**src/hw/cpr_consts.svh**
```systemverilog
// cpr_consts.svh: named positions, masks, reset values and steps
// assumes: included by the package and every design file of the block
`ifndef CPR_CONSTS_SVH
`define CPR_CONSTS_SVH
`define CPR_GPR_N        8
`define CPR_SP_IDX       3'h7
`define CPR_PC_W         24
`define CPR_CCR_RESET    8'h80
`define CPR_MSB_BYTE     7
`define CPR_MSB_WORD     15
`define CPR_MSB_LONG     31
`define CPR_HC_BYTE      3
`define CPR_HC_WORD      11
`define CPR_HC_LONG      27
`define CPR_MASK_BYTE    32'h000000FF
`define CPR_MASK_WORD    32'h0000FFFF
`define CPR_MASK_LONG    32'hFFFFFFFF
`define CPR_SIGN_BYTE    32'h00000080
`define CPR_SIGN_WORD    32'h00008000
`define CPR_SIGN_LONG    32'h80000000
`define CPR_AMASK_NORMAL 24'h00FFFF
`define CPR_AMASK_1M     24'h0FFFFF
`define CPR_AMASK_16M    24'hFFFFFF
`define CPR_STEP_WORD    32'h00000002
`define CPR_STEP_LONG    32'h00000004
`define CPR_BCD_MAX      4'h9
`define CPR_BCD_BYTE_MAX 8'h99
`define CPR_BCD_ADJ_LO   8'h06
`define CPR_BCD_ADJ_HI   8'h60
`endif

```
**src/hw/cpr_pkg.sv**
```systemverilog
// cpr_pkg: types and size helpers of the cpu state block
// assumes: cpr_consts.svh is on the include path
`include "cpr_consts.svh"
package cpr_pkg;
  typedef enum logic [1:0] {
    sz_byte = 2'b00, sz_word = 2'b01, sz_long = 2'b10
  } cpr_size_t;
  typedef enum logic [1:0] {
    md_normal = 2'b00, md_adv_1m = 2'b01, md_adv_16m = 2'b10
  } cpr_mode_t;
  typedef enum logic [1:0] {
    sp_none = 2'b00, sp_push = 2'b01, sp_pop = 2'b10
  } cpr_sp_op_t;
  typedef enum logic [4:0] {
    op_nop = 5'b00000, op_add = 5'b00001, op_addx = 5'b00010,
    op_sub = 5'b00011, op_subx = 5'b00100, op_cmp = 5'b00101,
    op_neg = 5'b00110, op_and = 5'b00111, op_or = 5'b01000,
    op_xor = 5'b01001, op_mov = 5'b01010, op_shll = 5'b01011,
    op_shlr = 5'b01100, op_rotl = 5'b01101, op_rotr = 5'b01110,
    op_daa = 5'b01111, op_das = 5'b10000, op_ldc = 5'b10001,
    op_and_flags_instr = 5'b10010, op_orc = 5'b10011, op_xor_flags_instr = 5'b10100,
    op_bit_load = 5'b10101, op_bit_and = 5'b10110,
    op_bit_or = 5'b10111, op_bit_xor = 5'b11000,
    op_bit_store = 5'b11001, op_bit_set = 5'b11010,
    op_bit_clr = 5'b11011, op_bit_not = 5'b11100,
    op_bit_test = 5'b11101
  } cpr_op_t;
  // upper: word selects the extended half, byte selects the high byte
  typedef struct packed {
    logic [2:0] idx;
    cpr_size_t  size;
    logic       upper;
  } cpr_sel_t;
  typedef struct packed {
    logic i; logic ui; logic h; logic u;
    logic n; logic z; logic v; logic c;
  } cpr_flags_t;
  typedef struct packed {
    logic        valid;
    cpr_op_t     op;
    cpr_size_t   size;
    logic [31:0] a;
    logic [31:0] b;
    logic [2:0]  bit_num;
    logic        inv;
    logic        wb;
    cpr_sel_t    dst;
  } cpr_alu_req_t;
  function automatic logic [31:0] cpr_size_mask(input cpr_size_t s);
    case (s)
      sz_byte: return `CPR_MASK_BYTE;
      sz_word: return `CPR_MASK_WORD;
      default: return `CPR_MASK_LONG;
    endcase
  endfunction : cpr_size_mask
  function automatic logic [31:0] cpr_sign_bit(input cpr_size_t s);
    case (s)
      sz_byte: return `CPR_SIGN_BYTE;
      sz_word: return `CPR_SIGN_WORD;
      default: return `CPR_SIGN_LONG;
    endcase
  endfunction : cpr_sign_bit
endpackage : cpr_pkg

```
**src/hw/cpr_flag_alu.sv**
```systemverilog
// cpr_flag_alu: add/subtract core with carry, half-carry and overflow
// assumes: operands arrive zero-extended above the operand size
`timescale 1ns/100ps
`include "cpr_consts.svh"
module cpr_flag_alu (
  input  cpr_pkg::cpr_size_t size,
  input  wire logic          sub,
  input  wire logic          ext,
  input  wire logic          c_in,
  input  wire logic [31:0]   a,
  input  wire logic [31:0]   b,
  output logic [31:0]        sum,
  output logic               c_out,
  output logic               h_out,
  output logic               v_out
);
  import cpr_pkg::*;
  logic [32:0] a_ext;
  logic [32:0] b_ext;
  logic [32:0] full;
  logic [32:0] cy;
  logic        cin;
  logic        c_msb;
  logic        c_top;
  logic        c_half;
  assign a_ext = {1'b0, a};
  assign b_ext = {1'b0, sub ? ~b & cpr_size_mask(size) : b};
  // extend variants fold the old carry in; subtract inverts it
  assign cin   = sub ? ~(ext & c_in) : (ext & c_in);
  assign full  = a_ext + b_ext + {32'h0, cin};
  // carry into each bit position, recovered from the sum
  assign cy    = full ^ a_ext ^ b_ext;
  assign c_top = (size == sz_byte) ? cy[`CPR_MSB_BYTE + 1] :
                 (size == sz_word) ? cy[`CPR_MSB_WORD + 1] :
                 cy[`CPR_MSB_LONG + 1];
  assign c_msb = (size == sz_byte) ? cy[`CPR_MSB_BYTE] :
                 (size == sz_word) ? cy[`CPR_MSB_WORD] :
                 cy[`CPR_MSB_LONG];
  assign c_half = (size == sz_byte) ? cy[`CPR_HC_BYTE + 1] :
                  (size == sz_word) ? cy[`CPR_HC_WORD + 1] :
                  cy[`CPR_HC_LONG + 1];
  assign sum   = full[31:0] & cpr_size_mask(size);
  // borrow is the inverted carry on subtraction
  assign c_out = sub ? ~c_top : c_top;
  assign h_out = sub ? ~c_half : c_half;
  assign v_out = c_top ^ c_msb;
endmodule : cpr_flag_alu

```
**src/hw/cpr_addr_unit.sv**
```systemverilog
// cpr_addr_unit: aligns and truncates an effective address
// assumes: mode is already synchronised to the core clock
`timescale 1ns/100ps
`include "cpr_consts.svh"
module cpr_addr_unit (
  input  wire logic [23:0]   ea,
  input  cpr_pkg::cpr_size_t size,
  input  cpr_pkg::cpr_mode_t mode,
  input  wire logic          fetch,
  output logic [23:0]        addr
);
  import cpr_pkg::*;
  logic [23:0] aligned;
  logic [23:0] amask;
  assign aligned = (fetch || size != sz_byte) ? {ea[23:1], 1'b0} : ea;
  assign amask   = (mode == md_normal) ? `CPR_AMASK_NORMAL :
                   (mode == md_adv_1m) ? `CPR_AMASK_1M : `CPR_AMASK_16M;
  assign addr    = aligned & amask;
endmodule : cpr_addr_unit

```
**src/hw/cpr_regfile.sv**
```systemverilog
// cpr_regfile: general registers, stack pointer, program counter and
// condition flags of the cpu, with the flag-producing operations
// assumes: the instruction datapath drives requests on core_clk and
// keeps at most one write per register per cycle
// How it works
// - eight 32-bit registers, long/word/byte access
// - each splits into extended and low halves
// - low half splits into high and low bytes
// - register seven doubles as stack pointer
// - 24-bit program counter, fetch bit zero cleared
// - eight flag bits at fixed positions
// - mask bit blocks interrupts, set on exceptions
// - bits six and four freely software writable
// - half-carry from bit 3, 11 or 27
// - negative takes the result sign bit
// - zero flag set on zero result
// - overflow set on overflow, else cleared
// - carry from add, borrow, shifted-out bit
// - carry acts as one-bit accumulator
// - branches test flags; others keep unchanged
// - reset loads vector, sets mask bit only
// - odd word addresses silently rounded down
// - 1-Mbyte mode drops top four address bits
// - normal 64 kbytes, advanced 16 Mbytes
// - bit ops pick bit 0-7; bcd adjust
`timescale 1ns/100ps
`include "cpr_consts.svh"
module cpr_regfile #(
  parameter int GPR_N = `CPR_GPR_N
) (
  input  wire logic             core_clk,
  input  wire logic             rst_n,
  input  cpr_pkg::cpr_mode_t    cpu_mode,
  input  wire logic             reset_exc,
  input  wire logic [23:0]      reset_vector,
  input  wire logic             exc_start,
  input  wire logic             pc_load,
  input  wire logic [23:0]      pc_target,
  input  wire logic             pc_inc,
  input  wire logic [3:0]       pc_step,
  input  wire logic             wr_en,
  input  cpr_pkg::cpr_sel_t     wr_sel,
  input  wire logic [31:0]      wr_data,
  input  cpr_pkg::cpr_sel_t     rd_sel,
  input  cpr_pkg::cpr_alu_req_t alu_req,
  input  cpr_pkg::cpr_sp_op_t   sp_op,
  input  cpr_pkg::cpr_size_t    sp_size,
  input  wire logic [3:0]       br_cond,
  input  wire logic [23:0]      ea,
  input  cpr_pkg::cpr_size_t    ea_size,
  output logic [31:0]           rd_data,
  output logic [31:0]           alu_result,
  output logic                  alu_done,
  output logic [23:0]           stack_addr,
  output logic [23:0]           program_counter,
  output logic [23:0]           fetch_addr,
  output logic [23:0]           data_addr,
  output cpr_pkg::cpr_flags_t   condition_flags,
  output logic                  branch_true
);
  import cpr_pkg::*;

  function automatic logic [31:0] merge(input logic [31:0] old,
                                        input cpr_sel_t s,
                                        input logic [31:0] d);
    case (s.size)
      sz_long: return d;
      sz_word: return s.upper ? {d[15:0], old[15:0]}
                              : {old[31:16], d[15:0]};
      default: return s.upper ? {old[31:16], d[7:0], old[7:0]}
                              : {old[31:8], d[7:0]};
    endcase
  endfunction : merge

  function automatic logic [31:0] extract(input logic [31:0] q,
                                          input cpr_sel_t s);
    case (s.size)
      sz_long: return q;
      sz_word: return s.upper ? {16'h0000, q[31:16]}
                              : {16'h0000, q[15:0]};
      default: return s.upper ? {24'h000000, q[15:8]}
                              : {24'h000000, q[7:0]};
    endcase
  endfunction : extract

  // branch condition on n, z, v, c
  function automatic logic cond_true(input logic [3:0] cc,
                                     input cpr_flags_t f);
    case (cc)
      4'h0: return 1'b1;
      4'h1: return 1'b0;
      4'h2: return ~(f.c | f.z);
      4'h3: return f.c | f.z;
      4'h4: return ~f.c;
      4'h5: return f.c;
      4'h6: return ~f.z;
      4'h7: return f.z;
      4'h8: return ~f.v;
      4'h9: return f.v;
      4'hA: return ~f.n;
      4'hB: return f.n;
      4'hC: return ~(f.n ^ f.v);
      4'hD: return f.n ^ f.v;
      4'hE: return ~(f.z | (f.n ^ f.v));
      default: return f.z | (f.n ^ f.v);
    endcase
  endfunction : cond_true

  logic [31:0] gpr [GPR_N];
  cpr_mode_t   mode_meta;
  cpr_mode_t   mode_sync;
  logic [23:0] next_pc;
  logic [23:0] next_fetch;
  logic [23:0] next_data;
  logic [31:0] sp_step;
  logic [31:0] next_sp;
  logic        sp_act;
  logic        alu_wr;
  cpr_flags_t  next_flags;
  cpr_flags_t  alu_flags;
  logic [31:0] alu_res;

  // cpu mode strap crosses in through two flops
  always_ff @(posedge core_clk) begin
    if (!rst_n) begin
      mode_meta <= md_adv_16m;
      mode_sync <= md_adv_16m;
    end else begin
      mode_meta <= cpu_mode;
      mode_sync <= mode_meta;
    end
  end

  // ---- general registers ----
  assign alu_wr = alu_req.valid && alu_req.wb;
  assign sp_act = (sp_op != sp_none);
  assign sp_step = (sp_size == sz_long) ? `CPR_STEP_LONG
                                        : `CPR_STEP_WORD;
  assign next_sp = (sp_op == sp_push) ? gpr[`CPR_SP_IDX] - sp_step
                                      : gpr[`CPR_SP_IDX] + sp_step;

  // contents are left uninitialised by reset
  generate
    for (genvar g = 0; g < GPR_N; g++) begin : g_gpr
      always_ff @(posedge core_clk) begin
        if (alu_wr && alu_req.dst.idx == 3'(g)) begin
          gpr[g] <= merge(gpr[g], alu_req.dst, alu_res);
        end else if (wr_en && wr_sel.idx == 3'(g)) begin
          gpr[g] <= merge(gpr[g], wr_sel, wr_data);
        end else if (sp_act && 3'(g) == `CPR_SP_IDX) begin
          gpr[g] <= next_sp;
        end
      end
    end
  endgenerate

  always_ff @(posedge core_clk) begin
    if (!rst_n) begin
      rd_data    <= 32'h00000000;
      stack_addr <= 24'h000000;
    end else begin
      rd_data <= extract(gpr[rd_sel.idx], rd_sel);
      if (sp_act) begin
        stack_addr <= (sp_op == sp_push) ? next_sp[23:0]
                                         : gpr[`CPR_SP_IDX][23:0];
      end
    end
  end

  // ---- program counter and addresses ----
  // reset vector load
  assign next_pc = reset_exc ? reset_vector :
                   pc_load   ? pc_target :
                   pc_inc    ? program_counter + {20'h00000, pc_step} :
                   program_counter;

  cpr_addr_unit u_fetch_addr (
    .ea   (next_pc),
    .size (sz_word),
    .mode (mode_sync),
    .fetch(1'b1),
    .addr (next_fetch)
  );

  cpr_addr_unit u_data_addr (
    .ea   (ea),
    .size (ea_size),
    .mode (mode_sync),
    .fetch(1'b0),
    .addr (next_data)
  );

  always_ff @(posedge core_clk) begin
    if (!rst_n) begin
      program_counter <= 24'h000000;
      fetch_addr      <= 24'h000000;
      data_addr       <= 24'h000000;
    end else begin
      program_counter <= next_pc;
      fetch_addr      <= next_fetch;
      data_addr       <= next_data;
    end
  end

  // ---- flag-producing operations ----
  logic [31:0] mask;
  logic [31:0] sign;
  logic [31:0] opa;
  logic [31:0] opb;
  logic [31:0] bit_hot;
  logic        bit_val;
  logic        acc_bit;
  logic        is_sub;
  logic        is_ext;
  logic [31:0] ar_a;
  logic [31:0] ar_b;
  logic [31:0] ar_sum;
  logic        ar_c;
  logic        ar_h;
  logic        ar_v;
  logic        lo_adj;
  logic        hi_adj;
  logic [7:0]  daa_adj;
  logic [7:0]  das_adj;
  logic        nz_upd;
  logic [31:0] res_m;

  assign mask    = cpr_size_mask(alu_req.size);
  assign sign    = cpr_sign_bit(alu_req.size);
  assign opa     = alu_req.a & mask;
  assign opb     = alu_req.b & mask;
  // bit number picks one bit of a byte
  assign bit_hot = {24'h000000, 8'h01 << alu_req.bit_num};
  assign bit_val = (|(opa & bit_hot)) ^ alu_req.inv;
  assign acc_bit = condition_flags.c ^ alu_req.inv;
  assign is_sub  = (alu_req.op == op_sub) || (alu_req.op == op_subx) ||
                   (alu_req.op == op_cmp) || (alu_req.op == op_neg);
  assign is_ext  = (alu_req.op == op_addx) || (alu_req.op == op_subx);
  assign ar_a    = (alu_req.op == op_neg) ? 32'h00000000 : opa;
  assign ar_b    = (alu_req.op == op_neg) ? opa : opb;

  assign lo_adj  = (opa[3:0] > `CPR_BCD_MAX) || condition_flags.h;
  assign hi_adj  = (opa[7:0] > `CPR_BCD_BYTE_MAX) || condition_flags.c;
  assign daa_adj = (lo_adj ? `CPR_BCD_ADJ_LO : 8'h00) +
                   (hi_adj ? `CPR_BCD_ADJ_HI : 8'h00);
  assign das_adj = (condition_flags.h ? `CPR_BCD_ADJ_LO : 8'h00) +
                   (condition_flags.c ? `CPR_BCD_ADJ_HI : 8'h00);

  cpr_flag_alu u_arith (
    .size (alu_req.size),
    .sub  (is_sub),
    .ext  (is_ext),
    .c_in (condition_flags.c),
    .a    (ar_a),
    .b    (ar_b),
    .sum  (ar_sum),
    .c_out(ar_c),
    .h_out(ar_h),
    .v_out(ar_v)
  );

  always_comb begin
    alu_res   = opa;
    alu_flags = condition_flags;
    nz_upd    = 1'b0;
    case (alu_req.op)
      op_add, op_addx, op_sub, op_subx, op_cmp, op_neg: begin
        alu_res     = ar_sum;
        alu_flags.h = ar_h;
        alu_flags.v = ar_v;
        alu_flags.c = ar_c;
        nz_upd      = 1'b1;
      end
      op_and, op_or, op_xor, op_mov: begin
        alu_res = (alu_req.op == op_and) ? opa & opb :
                  (alu_req.op == op_or)  ? opa | opb :
                  (alu_req.op == op_xor) ? opa ^ opb : opb;
        alu_flags.v = 1'b0;
        nz_upd      = 1'b1;
      end
      op_shll, op_rotl: begin
        alu_res     = (opa << 1) |
                      ((alu_req.op == op_rotl && |(opa & sign))
                       ? 32'h00000001 : 32'h00000000);
        alu_flags.c = |(opa & sign);
        alu_flags.v = 1'b0;
        nz_upd      = 1'b1;
      end
      op_shlr, op_rotr: begin
        alu_res     = (opa >> 1) |
                      ((alu_req.op == op_rotr && opa[0]) ? sign
                                                         : 32'h00000000);
        alu_flags.c = opa[0];
        alu_flags.v = 1'b0;
        nz_upd      = 1'b1;
      end
      op_daa: begin
        alu_res     = {24'h000000, opa[7:0] + daa_adj};
        alu_flags.c = hi_adj;
        nz_upd      = 1'b1;
      end
      op_das: begin
        alu_res = {24'h000000, opa[7:0] - das_adj};
        nz_upd  = 1'b1;
      end
      // software access to all flag bits
      op_ldc:  alu_flags = cpr_flags_t'(opa[7:0]);
      op_and_flags_instr: alu_flags = condition_flags & cpr_flags_t'(opa[7:0]);
      op_orc:  alu_flags = condition_flags | cpr_flags_t'(opa[7:0]);
      op_xor_flags_instr: alu_flags = condition_flags ^ cpr_flags_t'(opa[7:0]);
      op_bit_load: alu_flags.c = bit_val;
      op_bit_and:  alu_flags.c = condition_flags.c & bit_val;
      op_bit_or:   alu_flags.c = condition_flags.c | bit_val;
      op_bit_xor:  alu_flags.c = condition_flags.c ^ bit_val;
      op_bit_store: alu_res = acc_bit ? (opa | bit_hot)
                                      : (opa & ~bit_hot);
      op_bit_set:  alu_res = opa | bit_hot;
      op_bit_clr:  alu_res = opa & ~bit_hot;
      op_bit_not:  alu_res = opa ^ bit_hot;
      op_bit_test: alu_flags.z = ~bit_val;
      default: alu_res = opa;
    endcase
    // sign of result at operand size
    if (nz_upd) begin
      alu_flags.n = |(alu_res & sign);
      alu_flags.z = ~|(alu_res & mask);
    end
  end

  assign res_m = alu_res & mask;

  // flags change only on flag ops, and exceptions set the mask bit
  always_comb begin
    next_flags = alu_req.valid ? alu_flags : condition_flags;
    // mask set wins over any write
    if (exc_start || reset_exc) begin
      next_flags.i = 1'b1;
    end
  end

  always_ff @(posedge core_clk) begin
    if (!rst_n) begin
      condition_flags <= cpr_flags_t'(`CPR_CCR_RESET);
      alu_result      <= 32'h00000000;
      alu_done        <= 1'b0;
      branch_true     <= 1'b0;
    end else begin
      condition_flags <= next_flags;
      alu_result      <= res_m;
      alu_done        <= alu_req.valid;
      branch_true     <= cond_true(br_cond, condition_flags);
    end
  end
endmodule : cpr_regfile

```
**config.mk**
```make
export PLATFORM = sky130hd
export DESIGN_NAME = cpr_regfile
export DESIGN_NICKNAME = d
export VERILOG_FILES = /design/src/hw/cpr_pkg.sv /design/src/hw/cpr_flag_alu.sv /design/src/hw/cpr_addr_unit.sv /design/src/hw/cpr_regfile.sv
export VERILOG_INCLUDE_DIRS = /design/src /design/src/hw
export SDC_FILE = /design/constraint.sdc
export NUM_CORES = 1
export LEC_CHECK = 0
export BUFFER_PORTS_ARGS = -buffer_cell sky130_fd_sc_hd__buf_4
export CORE_AREA = 2 2 238 240
export DETAILED_ROUTE_END_ITERATION = 12
export DIE_AREA = 0 0 240 242
export PLACE_DENSITY = 0.77
export SETUP_SLACK_MARGIN = 0.1
export SYNTH_ARGS = -nofsm -noshare
export SYNTH_HDL_FRONTEND = slang
export SYNTH_HIERARCHICAL = 1
export SYNTH_SLANG_ARGS = --single-unit
```
**constraint.sdc**
```tcl
create_clock -name core_clk -period 16.4 [get_ports core_clk]
set_input_delay 0.82 -clock core_clk [delete_from_list [all_inputs] [get_ports core_clk]]
set_output_delay 0.82 -clock core_clk [all_outputs]
set_load 0.05 [all_outputs]
```
==> flow_summary.json <==
{
  "pwr-share-comb_pct": 33.4,
  "hp-class": "reg -> reg",
  "dieWidth_um": 240,
  "layout-drive-gt1-share_pct": 18.7,
  "fp.dieArea_sq_mm": 0.0581,
  "rows": 87,
  "cts_buffers": 47,
  "core_sq_mm": 0.0557,
  "start_util_pct": 55.3,
  "drc_errors": 0,
  "cp.arrival_ns": 7.11,
  "synth_cell_types": 109,
  "cp-end-kind": "flip-flop",
  "async_reset_ff_share_pct": 0,
  "finalInstanceArea_sq_mm": 0.0355,
  "wl_um": 109000,
  "hp-start": "mode_meta[1]$_SDFF_PN1_",
  "critPathLaunch": "alu_req[78]",
  "cts.sinks": 430,
  "start_kind": "input port",
  "cts_tree": "built",
  "gr-total-overflow": 0,
  "io_buffer_count": 391,
  "synth_top_area_cell": "edfxtp_1",
  "path_clk_slew_ns": 0.06,
  "synthesis.area_sq_mm": 0.0308,
  "fmax_mhz": 152,
  "dpl.hpwl_um": 78600,
  "r2r-start": "condition_flags[0]$_SDFFE_PN0P_",
  "post_cts_resized": 0,
  "die_h_um": 242,
  "powerDensity_mw_per_mm2": 101,
  "min_period_ns": 6.60,
  "crit_fanout": 48,
  "cts_setup_buffers": 0,
  "clockRootBuffer": "clkbuf_16",
  "placed_cell_area_sq_mm": 0.0340,
  "avgViaCountPerCell": 6.43,
  "p_total_mw": 3.58,
  "sw_frac_of_total_pct": 36.6,
  "grt_antenna_before_repair": 3,
  "ys_seq_elements": 430,
  "sequentialPowerShare_pct": 37.4,
  "synth.avg_cell_area_sq_um": 9.16,
  "synth_edf_count": 256,
  "htreeDepth": 2,
  "synth_top_area_share_pct": 24.9,
  "pwr-share-clk_pct": 29.3,
  "synth_ff_type": "edfxtp_1",
  "max_slew.worst_pin.slew_ns": 1.21,
  "synth_area_leaders": "edfxtp_1 25%, dfxtp_1 11%, ha_1 7.9%, mux2i_1 6.0%, o21ai_0 4.8%",
  "dpl_worst_slack_ns": 9.57,
  "final_max_slew_viol_count": 0,
  "internal-power_mw": 2.27,
  "power.switching_mw": 1.31,
  "hold_violations": 0,
  "clock_latency_ns": 0.62,
  "nNetsFinal": 4026,
  "skew_ns": 0.0326,
  "crit_type": "in -> reg",
  "areaGrowthSynthToFinish_pct": 15.2,
  "gp_congestion": 1.01,
  "leakagePower_nw": 15.0,
  "yosys_warnings": 6,
  "cap_violations": 0,
  "grt_pass1_vias": 26300,
  "initialDrtViolationCount": 3756,
  "fin_hold_ws_ns": 0.410,
  "relSlewSlack_pct": 18.6,
  "wire_per_inst_um": 24.7,
  "cts_hold_buf": 0,
  "grt_usage_pct": 36.4,
  "grt_max_degree": 98,
  "num_vias": 28300,
  "antenna_left": 0,
  "run_status": "finished clean",
  "setup_viol": 0,
  "max-vdd-ir-drop_v": 0.0000836,
  "ios": 392,
  "cp.required_ns": 16.91,
  "rsz0062_at_grt": "false",
  "finalWorstSetupSlack_ns": 9.80,
  "grt_pass1_wl_um": 162000,
  "seq_area_frac_synth_pct": 36.2,
  "netlist_instances": 3367,
  "drtPass1Iterations": 6,
  "tns_ns": 0,
  "clk_path_buf_depth": 3,
  "fin_crit_sh_pct": 40.2
}
-- sequential cells by signal, indices dropped and copies added (netlist names) --
| signal | count |
|---|---|
| alu_done | 1 |
| fetch_addr | 24 |
| mode_meta | 2 |
| gpr | 256 |
| branch_true | 1 |
| rd_data | 32 |
| alu_result | 32 |
| condition_flags | 8 |
| data_addr | 24 |
| program_counter | 24 |
| stack_addr | 24 |
| mode_sync | 2 |
-- power by group through the flow --
stage / Sequential [mW] / Clock [mW] / Combinational [mW]
final: 1.34 / 1.05 / 1.19
after detailed placement: 1.36 / 0 / 1.15
after floorplan: 1.44 / 0 / 0.684
after global placement: 1.35 / 0 / 1.13
after CTS: 1.33 / 1.05 / 1.16
after global routing: 1.34 / 1.09 / 1.27
-- synthesized netlist by cell type (30+ instances only) --
library cell,n
nand3_1,68
a22oi_1,44
inv_1,143
a211oi_1,53
xor2_1,55
nand2_1,391
buf_2,30
mux2_2,35
o211ai_1,39
nor2b_1,35
o22ai_1,31
dfxtp_1,174
edfxtp_1,256
buf_4,34
and2_1,119
nor3_1,43
clkbuf_1,170
o21ai_0,298
ha_1,194
mux2i_1,185
xnor2_1,61
a21oi_1,155
mux4_2,64
nor2_1,249
-- critical path: stages --
cell and delay, ns:
buf_4 0.31, nor3b_1 0.39, and2_1 0.19, buf_4 0.42, o21ai_0 0.18, xnor2_1 0.17, fa_1 0.47, fa_1 0.46
nor2b_1 0.16, o31a_1 0.21, o211ai_2 0.12, nand2_2 0.14, a21oi_1 0.12, o21ai_0 0.32, a31oi_1 0.18, o21ai_0 0.34
mux2i_1 0.17, a2111oi_0 0.97, nand4_1 0.27, nor3_1 0.29, a32oi_1 0.14, o32ai_1 0.24
-- cells by family (layout without fill, tap and decap cells) --
kind of cell | count (synthesis) | after routing | synth area share (%)
AND/OR/NAND/NOR | 1058 | 1058 | 16.5
buffers and inverters | 401 | 676 | 5.44
AO/OA/AOI/OAI | 877 | 877 | 18.4
multiplexers | 285 | 285 | 12.0
XOR/XNOR | 116 | 116 | 3.29
flip-flops | 430 | 430 | 36.2
other | 2 | 7 | 0.0244
adder cells (fa/ha/maj) | 198 | 198 | 8.13
-- worst paths after layout --
kind | slack, ns | cells past startpoint | end
worst min-delay path | 0.41 | 1 | mode_sync[1]$_SDFF_PN1_
worst max register to register | 10.56 | 18 | condition_flags[2]$_SDFFE_PN0P_
worst max-delay path | 9.80 | 22 | condition_flags[2]$_SDFFE_PN0P_
worst min register to register | 0.41 | 1 | mode_sync[1]$_SDFF_PN1_
-- metal layers --
metal	vias up	GRT usage, %	wire length, um
li1	12700	-	-
met1	13300	49.2	41900
met2	1932	53.4	46400
met3	335	9.47	13800
met4	2	19.0	6490
met5	-	0	16
-- placed cells by master, fill, tap and decap left out, drive strengths merged, types with 20 or more instances in the layout --
| cell | synthesis | routed |
|---|---|---|
| buf | 87 | 445 |
| mux2 | 36 | 36 |
| nand2b | 25 | 25 |
| clkbuf | 170 | 67 |
| a21o | 27 | 27 |
| or2 | 20 | 20 |
| a31oi | 22 | 22 |
| ha | 194 | 194 |
| inv | 143 | 150 |
| o22ai | 31 | 31 |
| nor2b | 35 | 35 |
| mux2i | 185 | 185 |
| nand2 | 392 | 392 |
| xor2 | 55 | 55 |
| nand3 | 69 | 69 |
| mux4 | 64 | 64 |
| nor3 | 47 | 47 |
| a22oi | 44 | 44 |
| nor2 | 251 | 251 |
| dfxtp | 174 | 174 |
| edfxtp | 256 | 256 |
| a211oi | 57 | 57 |
| a21oi | 155 | 155 |
| and2 | 121 | 121 |
| o21a | 22 | 22 |
| xnor2 | 61 | 61 |
| o211ai | 41 | 41 |
| o21ai | 307 | 307 |
-- cell type report --
| type | instances | area (sq um) |
|---|---|---|
| inverter | 144 | 541 |
| clock buffer | 67 | 1320 |
| sequential | 430 | 11200 |
| tap | 756 | 946 |
| clock inverter | 20 | 169 |
| fill | 4693 | 20200 |
| antenna | 3 | 7.51 |
| timing repair buffer | 445 | 3340 |
| multi-input combinational | 2538 | 18000 |
-- through the flow --
step / util (%) / std cells
6_report: 63.7 / 4403
5_1_grt: 63.7 / 4402
4_1_cts: 63.7 / 4400
3_5_place_dp: 61.1 / 4313
3_3_place_gp: 61.1 / 4313
2_1_floorplan: - / 3369
No activity file was read; power rests on OpenSTA's default activity.
